## config.mk

```make
export PLATFORM = sky130hd
export DESIGN_NAME = hrx_link_receiver
export DESIGN_NICKNAME = d
export VERILOG_FILES = /design/src/hrx_pkg.sv /design/src/hrx_link_receiver.sv
export VERILOG_INCLUDE_DIRS = /design/src /design/src/src
export SDC_FILE = /design/constraint.sdc
export NUM_CORES = 1
export LEC_CHECK = 0
export ABC_AREA = 1
export BUFFER_PORTS_ARGS = -buffer_cell sky130_fd_sc_hd__buf_2
export CAP_MARGIN = 20
export CORE_MARGIN = 2
export CORE_UTILIZATION = 60
export CTS_BUF_LIST = sky130_fd_sc_hd__clkbuf_4
export CTS_CLUSTER_DIAMETER = 120
export DETAILED_ROUTE_END_ITERATION = 16
export PLACE_DENSITY = 0.92
export SETUP_SLACK_MARGIN = 0.4
export SLEW_MARGIN = 40
export SYNTH_ARGS = -nofsm -noshare
export SYNTH_HDL_FRONTEND = slang
export SYNTH_SLANG_ARGS = --single-unit
```

## constraint.sdc

```tcl
create_clock -name pclk -period 3.6 [get_ports pclk]
set_input_delay 0 -clock pclk [delete_from_list [all_inputs] [get_ports pclk]]
set_output_delay 0 -clock pclk [all_outputs]
set_load 0.01 [all_outputs]
```

## src/hrx_consts.svh

```systemverilog
`ifndef HRX_CONSTS_SVH
`define HRX_CONSTS_SVH
// register indices; byte address is four times the index
`define HRX_IDX_CFG    10'h038
`define HRX_IDX_ICS    10'h039
`define HRX_IDX_STAT   10'h03A
`define HRX_IDX_DATA   10'h03B
// field positions
`define HRX_CFG_EN     0
`define HRX_CFG_TERM   1
`define HRX_ICS_SEL_LO 1
`define HRX_ICS_SEL_HI 2
// reset and field values
`define HRX_VBC_RST    3'h7
`define HRX_VBC_FULL   3'h7
`define HRX_VBC_NONE   3'h0
`define HRX_SEL_OFF    2'h0
`define HRX_SEL_ONE    2'h1
`define HRX_SEL_TWO    2'h2
// line patterns, oldest bit in the msb
`define HRX_FLAG       8'h7E
`define HRX_ABORT      8'h7F
`define HRX_STUFF      7'h3E
// frame check
`define HRX_CRC_INIT   16'hFFFF
`define HRX_CRC_POLY   16'h8408
`define HRX_CRC_GOOD   16'hF0B8
// counts
`define HRX_DEPTH      3'h4
`define HRX_FULL_BYTE  4'h8
`define HRX_DLY_FULL   3'h7
`endif

```

## src/hrx_pkg.sv

```systemverilog
package hrx_pkg;
    typedef enum logic {hrx_all_ones, hrx_flags} hrx_state_t;
    typedef struct packed {
        logic       seen;
        logic       fin;
        logic       crc_err;
        logic [2:0] vbc;
        logic [7:0] data;
    } hrx_entry_t;
endpackage

```

## src/hrx_link_receiver.sv

```systemverilog
// The APB interface to the registers is this design's own decision.
`include "hrx_consts.svh"
`timescale 1ns/1ps
`default_nettype none

module hrx_link_receiver
    import hrx_pkg::*;
(
    input  wire logic        pclk,
    input  wire logic        presetn,
    input  wire logic        psel,
    input  wire logic        penable,
    input  wire logic        pwrite,
    input  wire logic [11:0] paddr,
    input  wire logic [31:0] pwdata,
    output logic      [31:0] prdata,
    output logic             pready,
    output logic             pslverr,
    input  wire logic        link_bit_clk,
    input  wire logic        link_bit_data,
    output logic             link_irq,
    output logic             message_end_output
);

    logic             clk_s1_ff;
    logic             clk_s2_ff;
    logic             clk_s3_ff;
    logic             dat_s1_ff;
    logic             dat_s2_ff;
    logic             en_ff;
    logic             term_ff;
    logic [1:0]       sel_ff;
    logic             ovf_ff;
    logic             ovf_seen_ff;
    logic             dat_ok_ff;
    logic             udr_ff;
    logic             ev_ff;
    logic             oirq_ff;
    logic             irq_ff;
    logic [31:0]      prdata_ff;
    hrx_state_t       st_ff;
    logic [7:0]       hist_ff;
    logic [6:0]       dly_ff;
    logic [2:0]       dcnt_ff;
    logic [7:0]       asm_ff;
    logic [3:0]       acnt_ff;
    logic [15:0]      crc_ff;
    hrx_entry_t       mem_ff [4];
    logic [1:0]       wp_ff;
    logic [1:0]       rp_ff;
    logic [2:0]       cnt_ff;
    hrx_entry_t       last_ff;

    logic             run;
    logic             bit_evt;
    logic [7:0]       hist_n;
    logic             in_flags;
    logic             flag_det;
    logic             abt_det;
    logic             stf_det;
    logic             in_bit;
    logic             out_bit;
    logic             ob;
    logic [2:0]       vbc_n;
    logic [15:0]      crc_n;
    logic             push_v;
    hrx_entry_t       push_d;
    logic             pop;
    logic             ovf_set;
    logic [9:0]       idx;
    logic             setup;
    logic             acc;
    logic             stat_rd;
    logic             dat_rd;
    logic             cfg_wr;
    logic             ics_wr;
    logic             mapped;
    logic [7:0]       stat_v;
    logic [7:0]       rd_byte;
    logic             fill_hit;
    logic             int_lat;

    // link pins come from another domain
    always_ff @(posedge pclk or negedge presetn)
    begin
        if (!presetn)
        begin
            clk_s1_ff <= 1'b0;
            clk_s2_ff <= 1'b0;
            clk_s3_ff <= 1'b0;
            dat_s1_ff <= 1'b0;
            dat_s2_ff <= 1'b0;
        end
        else
        begin
            clk_s1_ff <= link_bit_clk;
            clk_s2_ff <= clk_s1_ff;
            clk_s3_ff <= clk_s2_ff;
            dat_s1_ff <= link_bit_data;
            dat_s2_ff <= dat_s1_ff;
        end
    end

    // apb decode
    assign idx     = paddr[11:2];
    assign setup   = psel & ~penable;
    assign acc     = psel & penable;
    assign stat_rd = acc & ~pwrite & (idx == `HRX_IDX_STAT);
    assign dat_rd  = acc & ~pwrite & (idx == `HRX_IDX_DATA);
    assign cfg_wr  = acc & pwrite & (idx == `HRX_IDX_CFG);
    assign ics_wr  = acc & pwrite & (idx == `HRX_IDX_ICS);
    assign mapped  = (idx == `HRX_IDX_CFG) | (idx == `HRX_IDX_ICS) |
                     (idx == `HRX_IDX_STAT) | (idx == `HRX_IDX_DATA);
    // zero wait states: read data is captured in the setup cycle
    assign pready  = 1'b1;
    assign pslverr = acc & ~mapped;
    assign prdata  = prdata_ff;

    // terminate is a one-cycle pulse, so it always reads back zero
    always_ff @(posedge pclk or negedge presetn)
    begin
        if (!presetn)
        begin
            en_ff   <= 1'b0;
            term_ff <= 1'b0;
            sel_ff <= `HRX_SEL_OFF;
        end
        else
        begin
            term_ff <= cfg_wr & pwdata[`HRX_CFG_TERM];
            if (cfg_wr)
                en_ff <= pwdata[`HRX_CFG_EN];
            if (ics_wr)
                sel_ff <= pwdata[`HRX_ICS_SEL_HI:`HRX_ICS_SEL_LO];
        end
    end

    // disable, terminate and overrun all hold the receiver in reset
    assign run      = en_ff & ~ovf_ff & ~term_ff;
    assign bit_evt  = run & clk_s2_ff & ~clk_s3_ff;
    assign hist_n   = {hist_ff[6:0], dat_s2_ff};
    assign in_flags = (st_ff == hrx_flags);
    assign flag_det = bit_evt & (hist_n == `HRX_FLAG);
    // eight or more ones always pass through this pattern first
    assign abt_det  = bit_evt & (hist_n == `HRX_ABORT);
    assign stf_det  = bit_evt & (hist_n[6:0] == `HRX_STUFF);
    assign in_bit   = bit_evt & in_flags & ~flag_det & ~abt_det & ~stf_det;
    // seven-bit delay keeps the head of a flag or abort out of the data
    assign out_bit  = in_bit & (dcnt_ff == `HRX_DLY_FULL);
    assign ob       = dly_ff[6];
    assign vbc_n    = 3'(acnt_ff - 4'h1);
    assign crc_n    = {1'b0, crc_ff[15:1]} ^ ((crc_ff[0] ^ ob) ? `HRX_CRC_POLY : 16'h0000);

    always_comb
    begin
        push_v = 1'b0;
        push_d = '0;
        if (flag_det && !in_flags)
        begin
            // dummy byte; its count and crc carry no meaning
            push_v      = 1'b1;
            push_d.seen = 1'b1;
            push_d.fin  = 1'b1;
        end
        else if (flag_det && (acnt_ff != 4'h0))
        begin
            push_v         = 1'b1;
            push_d.seen    = 1'b1;
            push_d.fin     = 1'b1;
            push_d.crc_err = (crc_ff != `HRX_CRC_GOOD);
            push_d.vbc     = vbc_n;
            push_d.data    = asm_ff;
        end
        else if (abt_det && in_flags)
        begin
            push_v      = 1'b1;
            push_d.fin  = 1'b1;
            push_d.vbc  = (acnt_ff == 4'h0) ? `HRX_VBC_NONE : vbc_n;
            push_d.data = asm_ff;
        end
        else if (out_bit && (acnt_ff == `HRX_FULL_BYTE))
        begin
            // a full byte waits for the next bit so the last one can carry end
            push_v      = 1'b1;
            push_d.seen = 1'b1;
            push_d.vbc  = `HRX_VBC_FULL;
            push_d.data = asm_ff;
        end
    end

    always_ff @(posedge pclk or negedge presetn)
    begin
        if (!presetn)
        begin
            st_ff   <= hrx_all_ones;
            hist_ff <= 8'h00;
        end
        else if (!run)
        begin
            st_ff   <= hrx_all_ones;
            hist_ff <= 8'h00;
        end
        else if (bit_evt)
        begin
            hist_ff <= hist_n;
            case (1'b1)
                flag_det: st_ff <= hrx_flags;
                abt_det: st_ff <= hrx_all_ones;
                default: st_ff <= st_ff;
            endcase
        end
    end

    always_ff @(posedge pclk or negedge presetn)
    begin
        if (!presetn)
        begin
            dly_ff  <= 7'h00;
            dcnt_ff <= 3'h0;
        end
        else if (!run || flag_det || abt_det)
            dcnt_ff <= 3'h0;
        else if (in_bit)
        begin
            dly_ff <= {dly_ff[5:0], dat_s2_ff};
            if (dcnt_ff != `HRX_DLY_FULL)
                dcnt_ff <= dcnt_ff + 3'h1;
        end
    end

    always_ff @(posedge pclk or negedge presetn)
    begin
        if (!presetn)
        begin
            asm_ff  <= 8'h00;
            acnt_ff <= 4'h0;
            crc_ff  <= `HRX_CRC_INIT;
        end
        else if (!run || flag_det || abt_det)
        begin
            acnt_ff <= 4'h0;
            crc_ff  <= `HRX_CRC_INIT;
        end
        else if (out_bit)
        begin
            asm_ff  <= {ob, asm_ff[7:1]};
            acnt_ff <= (acnt_ff == `HRX_FULL_BYTE) ? 4'h1 : acnt_ff + 4'h1;
            crc_ff  <= crc_n;
        end
    end

    // fifo
    // only a byte that the setup cycle handed out is popped
    assign pop     = dat_rd & dat_ok_ff & (cnt_ff != 3'h0);
    assign ovf_set = push_v & (cnt_ff == `HRX_DEPTH) & ~pop;

    always_ff @(posedge pclk)
    begin
        if (push_v && (cnt_ff != `HRX_DEPTH || pop))
            mem_ff[wp_ff] <= push_d;
    end

    always_ff @(posedge pclk or negedge presetn)
    begin
        if (!presetn)
        begin
            wp_ff  <= 2'h0;
            rp_ff  <= 2'h0;
            cnt_ff <= 3'h0;
        end
        else if (!run || ovf_set)
        begin
            // held empty while overrun stands
            wp_ff  <= 2'h0;
            rp_ff  <= 2'h0;
            cnt_ff <= 3'h0;
        end
        else
        begin
            if (push_v)
                wp_ff <= wp_ff + 2'h1;
            if (pop)
                rp_ff <= rp_ff + 2'h1;
            cnt_ff <= cnt_ff + {2'h0, push_v} - {2'h0, pop};
        end
    end

    always_ff @(posedge pclk or negedge presetn)
    begin
        if (!presetn)
            last_ff <= '{seen: 1'b0, fin: 1'b0, crc_err: 1'b0, vbc: `HRX_VBC_RST, data: 8'h00};
        else if (!run)
        begin
            last_ff.seen <= 1'b0;
            last_ff.fin  <= 1'b0;
        end
        else if (pop)
            last_ff <= mem_ff[rp_ff];
    end

    // status flags; hardware set wins over the software clear
    always_ff @(posedge pclk or negedge presetn)
    begin
        if (!presetn)
        begin
            ovf_ff  <= 1'b0;
            udr_ff  <= 1'b0;
            ev_ff   <= 1'b0;
            oirq_ff <= 1'b0;
            irq_ff  <= 1'b0;
        end
        else
        begin
            ovf_ff  <= ovf_set | (ovf_ff & ~(stat_rd & ovf_seen_ff));
            udr_ff  <= (dat_rd & ~dat_ok_ff) | (udr_ff & ~stat_rd);
            ev_ff   <= (push_v & push_d.fin) |
                       (ev_ff & run & ~(pop & (cnt_ff == 3'h1) & ~push_v));
            oirq_ff <= ovf_set | (oirq_ff & ~(stat_rd & ovf_seen_ff) & en_ff & ~term_ff);
            irq_ff  <= (sel_ff != `HRX_SEL_OFF) & int_lat;
        end
    end

    always_comb
    begin
        case (sel_ff)
            `HRX_SEL_OFF: fill_hit = 1'b0;
            `HRX_SEL_ONE: fill_hit = (cnt_ff != 3'h0);
            `HRX_SEL_TWO: fill_hit = (cnt_ff >= 3'h2);
            default:      fill_hit = (cnt_ff >= 3'h3);
        endcase
    end

    assign int_lat            = fill_hit | ev_ff | oirq_ff;
    assign link_irq           = irq_ff;
    // overrun reports end of message at once
    assign message_end_output = last_ff.fin | ovf_ff;
    assign stat_v = {cnt_ff == 3'h0, ovf_ff, last_ff.seen, message_end_output,
                     last_ff.crc_err, last_ff.vbc};

    always_comb
    begin
        case (idx)
            `HRX_IDX_CFG:  rd_byte = {7'h00, en_ff};
            `HRX_IDX_ICS:  rd_byte = {5'h00, sel_ff, (sel_ff != `HRX_SEL_OFF) ? irq_ff : int_lat};
            `HRX_IDX_STAT: rd_byte = udr_ff ? 8'h00 : stat_v;
            `HRX_IDX_DATA: rd_byte = (cnt_ff != 3'h0) ? mem_ff[rp_ff].data : 8'h00;
            default:       rd_byte = 8'h00;
        endcase
    end

    always_ff @(posedge pclk or negedge presetn)
    begin
        if (!presetn)
        begin
            prdata_ff   <= 32'h0000_0000;
            dat_ok_ff   <= 1'b0;
            ovf_seen_ff <= 1'b0;
        end
        else if (setup && !pwrite)
        begin
            // the access edge acts only on what this cycle reported, so a byte
            // or an overrun landing in between is not lost
            prdata_ff   <= {24'h00_0000, rd_byte};
            dat_ok_ff   <= (cnt_ff != 3'h0);
            ovf_seen_ff <= ovf_ff;
        end
    end
endmodule

`default_nettype wire

```

**Word-level counts from Yosys, hierarchy flattened**

Memories as Yosys holds them, arrays and structs flattened.
Cells that the tools add are included.
W data, S select, Z words.

- Flip-flop bits (word level): 91
- Bits in writable memories: 56
- Input bits: 51
- Output and inout bits: 36
- Word-level logic and storage cells: 199
- Memories kept: 1

- Add/sub/neg operators: 7
- Order comparisons: 2
- Eq/ne operators: 19
- Muxes and demuxes: 43
- Bitwise operators: 67
- Reduce and logical (&&, ||, !) cells: 29

Memories:

| name | depth | width | read ports | clocked after memory_dff | write ports | RTL line | source |
|---|---|---|---|---|---|---|---|
| mem_ff | 4 | 14 | 1 | 0 | 1 | hrx_link_receiver.sv:48 | `hrx_entry_t mem_ff [4];` |

Operator list:

| operator | number |
|---|---|
| $mux W16 | 3 |
| $eq A10 B6 Y1 const B | 4 |
| $and A1 B1 Y1 | 39 |
| $mux W11 | 3 |
| $pmux W8 S4 | 1 |
| $eq A8 B7 Y1 const B | 2 |
| $mux W8 | 2 |
| $ne A16 B16 Y1 const B | 1 |
| $not A1 Y1 | 16 |
| $xor A15 B16 Y16 | 1 |
| $mux W3 | 5 |
| $mux W1 | 14 |
| $mux W14 | 1 |
| $mux W2 | 7 |
| $mux W7 | 2 |
| $mux W12 | 1 |
| $mux W4 | 3 |
| $reduce_bool A2 Y1 | 6 |
| $or A1 B1 Y1 | 10 |
| $reduce_and A2 Y1 | 5 |
| $eq A7 B6 Y1 const B | 1 |
| $eq A3 B3 Y1 const B | 2 |
| $ge A3 B2 Y1 const B | 2 |
| $logic_and A1 B1 Y1 | 6 |
| other kinds (22) | 30 |

**Depth between registers and ports, before layout**

- Word-level depth: 21
- Gate-level depth with buffers: 17
- Gate-level depth less buffers: 17

**Least setup slack after synthesis**

Ideal clock, no wire load.

- Kind: register -> register
- From: register acnt_ff[0]
- To: register cnt_ff[2]
- Arrival time: 2536 ps
- Data required time: 3480 ps
- Path slack: 944 ps
- Cell stages (with the launch flop): 18
- Path through: dfrtp_1 > inv_1 > ha_1 > nand2_1 > nor2_1 > inv_1 > nand2_1 > nand2_1 > nor2_2 > nand2_2 > inv_1 > ha_1 > inv_1 > ha_1 > inv_1 > fa_1 > xnor2_1 > nor2_1

- Longest elaborated chain between the ends: 10
- Elaborated cells on any way between the ends: 14

RTL lines:

| what | RTL line | source |
|---|---|---|
| start: declaration | hrx_link_receiver.sv:46 | `logic [3:0] acnt_ff;` |
| start signal: assignment | hrx_link_receiver.sv:247 | `` acnt_ff <= (acnt_ff == `HRX_FULL_BYTE) ? 4'h1 : acnt_ff + 4'h1; `` |
| $eq A4 B4 Y1 (no source line) | -- |  |
| $logic_and A1 B1 Y1 | hrx_link_receiver.sv:181 | `` else if (out_bit && (acnt_ff == `HRX_FULL_BYTE)) `` |
| $mux W1 | hrx_link_receiver.sv:181 |  |
| $mux W1 | hrx_link_receiver.sv:174 | `else if (abt_det && in_flags)` |
| $mux W1 (*) | hrx_link_receiver.sv:165 | `else if (flag_det && (acnt_ff != 4'h0))` |
| $mux W1 (*) | hrx_link_receiver.sv:158 | `if (flag_det && !in_flags)` |
| parallel branches: the longest is 3 deep, another holds $add A3 B1 Y3 | -- |  |
| $mux W3 (*) | hrx_link_receiver.sv:271 | `else if (!run \|\| ovf_set)` |
| end signal: assignment | hrx_link_receiver.sv:284 | `cnt_ff <= cnt_ff + {2'h0, push_v} - {2'h0, pop};` |
| end: declaration | hrx_link_receiver.sv:51 | `logic [2:0] cnt_ff;` |

Every way passes the cells marked *.
A chain may end at the register's enable or synchronous reset.

**Final worst setup path**

- From: input port paddr[4]
- To: register cnt_ff[2]

- Longest elaborated chain between the ends: 8
- Elaborated cells on any way between the ends: 9

RTL lines:

| what | RTL line | source |
|---|---|---|
| start: declaration | hrx_link_receiver.sv:14 | `input wire logic [11:0] paddr,` |
| $eq A10 B6 Y1 (*) | -- |  |
| $and A1 B1 Y1 (*) | hrx_link_receiver.sv:109 | `` assign dat_rd = acc & ~pwrite & (idx == `HRX_IDX_DATA); `` |
| $and A1 B1 Y1 (*) (2 in series) | hrx_link_receiver.sv:254 | `assign pop = dat_rd & dat_ok_ff & (cnt_ff != 3'h0);` |
| parallel branches: the longest is 3 deep, another holds $sub A3 B1 Y3 | -- |  |
| $mux W3 (*) | hrx_link_receiver.sv:271 |  |

Marks and branches as above.

==> reports/qor.csv <==
stage,metric,value,unit
setup_path,worstPathRequired,4.06,ns
clock_tree,cts_max_level,4,
die,dieWidth,107.7,um
routing,wl,14250,um
clock_tree,cts.sink_count,139,
routing,vias_per_cell,5.507,
global_routing,grt_pass1_wl,23250,um
setup_path,end_kind,flop,
setup_path,arrival,3.47,ns
sta,fin_crit,3.011,ns
placement,gp_congestion,0.8792,
routing,wl_per_cell,15.81,um
routing,firstDrtPassIters,8,
die,dieHeight,107.7,um
sta,setup_ws,0.5888,ns
synthesis,synthDistinctLibCells,41,
synthesis,yosysWarningCount,0,
layout,area_growth,12.42,%
synthesis,ys.flop_type,dfrtp_1,
layout,final_cell_mix,"141 x nand2_1, 101 x nor2_1, 70 x inv_1, 64 x dfrtp_1, 56 x edfxtp_1",
clock_tree,cts-buffers-inserted,17,
layout,num_antenna_cells,0,
layout,fin_nets,816,
synthesis,yosysSeqAreaShare,0.5866,
clock_tree,path_clk_slew,0.14,ns
clock_tree,cts_buffer_depth,2,
run,maxCapViolations,0,
die,dieArea,11590,um2
global_routing,grt_pass1_vias,4981,
die,io_pins,87,
synthesis,netlist_instances,682,
sta,grt_setup_unrepaired,false,
layout,final_area,7248,um2
synthesis,synth_top_area_frac,0.2608,
power_and_ir_drop,powerDensity,396.2,nW/um2
sta,maxClockFrequency,332.1,MHz
power_and_ir_drop,clock_power_share,0.346,
clock_tree,postCtsSetupRepairBufs,0,
routing,drtAntennaViolNets,0,
clock_tree,clk_latency,0.56,ns
sta,period_share,0.8364,
clock_tree,cts_root_buf,clkbuf_4,
synthesis,ys_ff_latch,139,
synthesis,synthArstFlopShare,0.5971,
setup_path,cp_max_fo,6,
synthesis,synth_edf_count,56,
global_routing,antenna_found_initial,0,
routing,vias,4962,
sta,finalHoldViolations,0,
die,core_area,10370,um2
placement,pre_cts_ws,0.5933,ns
sta,setup_viol,0,
sta,final_max_slew_viol_count,0,
synthesis,synth_top_cell_by_area,edfxtp_1,
die,rows,37,
global_routing,grt_max_degree,84,
power_and_ir_drop,seqPwrFrac,0.600,
clock_tree,cts_tree,built,
synthesis,syn_area,6447,um2
status,status,"complete, no violations",
power_and_ir_drop,p_int,0.002172,W
die,initial_core_util,0.6217,
sta,worst_pin_slew,0.7239,ns
synthesis,synth_area_per_cell,9.454,um2
placement,placed_area,6641,um2
global_routing,overflow,0,
routing,drtIter0Drc,338,
layout,drive_gt1_frac,0.1477,
sta,finalSetupTns,0,ns
sta,slew_headroom,0.5174,
global_routing,grtUsageTotal,0.2669,
power_and_ir_drop,pwr-share-comb,0.053,
setup_path,cp-start-kind,input pin,
sta,skew,0.02480,ns
sta,holdWs,0.05333,ns
routing,drc,0,
power_and_ir_drop,leakage,3.360,nW
layout,fillCellCount,740,
placement,port-buffer-count,30,
synthesis,synth_area_leaders,"edfxtp_1 26%, dfrtp_1 25%, nand2_1 8.2%, dfstp_2 7.7%, nor2_1 6.1%",
placement,post-dp-hpwl,8734,um
setup_path,crit_type,in -> reg,
power_and_ir_drop,vdd_drop_max,0.3115,mV
min_path,min_path_type,in -> async,
power_and_ir_drop,switching_power,0.0006998,W
layout,final_common_cell,nand2_1,
power_and_ir_drop,p_sw_frac,0.2437,
Yosys cell counts, types with 3 or more instances:
master    number
buf_2          4
nor2_1       104
nor3_1         9
o21ai_0       48
buf_6          3
o22ai_1       14
nand4_1        9
dfstp_2       19
nand2_2        5
a21oi_1       15
nor2_2         4
nand2_1      141
ha_1          12
edfxtp_1      56
dfrtp_1       64
clkbuf_1       8
o21ai_1        6
nand3_1       27
o211ai_1       3
xnor2_1        4
inv_1         71
inv_2          3
a32o_1         5
buf_4         25
state kept, by name, indices dropped and copies added, names as in the netlist, 2 cells and up:
signal	flops
last_ff	6
hist_ff	7
sel_ff	2
mem_ff	56
rp_ff	2
asm_ff	8
wp_ff	2
dcnt_ff	3
acnt_ff	4
dly_ff	7
prdata	8
crc_ff	16
cnt_ff	3
cell type report:
type	count	area (um2)	area share
well taps	136	170.2	0.02348
inverters	75	281.5	0.03884
flip-flops and latches	139	3782	0.5218
multi-input cells	451	2216	0.3057
clock buffers	18	135.1	0.01864
clock inverters	14	143.9	0.01985
repair buffers	68	519.2	0.07164
logic make-up after synthesis:
group	count (synthesis)	synth area share
simple gates	310	0.2065
fa+ha+maj	13	0.02639
compound gates	99	0.08810
xor+xnor	4	0.005433
buf+inv	115	0.08578
flops	139	0.5866
other cells	2	0.001165
metrics by stage:
step	instances	util	power, W
after floorplan	705	-	0.001853
after global placement	838	0.6401	0.001875
after detailed placement	838	0.6404	0.001888
after CTS	901	0.6973	0.002879
after global routing	901	0.6990	0.002980
final	901	0.6990	0.002872
power by group through the flow:
stage	clock network (W)	logic, W	registers (W)
2_1_floorplan	0	0.000105	0.00175
3_3_place_gp	0	0.000123	0.00175
3_5_place_dp	0	0.000132	0.00176
4_1_cts	0.00101	0.000149	0.00172
5_1_grt	0.00107	0.000176	0.00173
6_report	0.000995	0.000153	0.00172
repair_timing:
item | CTS | global route
hold endpoints to repair | 103 | 0
endpoints found under the setup margin | 0 | 2
resized for setup | 0 | 5
hold buffers | 31 | 0
critical path, stage by stage:
cell	delay [ns]
dlygate4sd3_1	0.54
buf_2	0.14
nor2_4	0.12
dlygate4sd3_1	0.61
nand2_1	0.06
nor2_1	0.29
nand3_2	0.21
inv_1	0.17
nand2_2	0.11
inv_1	0.15
ha_1	0.25
inv_1	0.05
ha_1	0.12
inv_1	0.05
fa_1	0.37
xnor2_1	0.14
nor2_1	0.06
final timing paths:
kind	start	endpoint	slack [ns]	depth (start not counted)
max in group asynchronous	presetn	asm_ff[7]	3.02	2
worst max-delay path	paddr[4]	cnt_ff[2]	0.59	17
worst min-delay path	presetn	sel_ff[1]	0.05	2
worst min register to register	dat_s1_ff	dat_s2_ff	0.37	0
worst max register to register	term_ff	cnt_ff[2]	0.65	15
min in group pclk	psel	oirq_ff	0.09	6
per-layer routing:
metal / GRT usage / wire length, um
met5: 0 / 0
met3: 0.07082 / 975
met1: 0.3055 / 5338
met4: 0.1099 / 366
met2: 0.4726 / 7567
No activity file was read; power rests on OpenSTA's default activity.
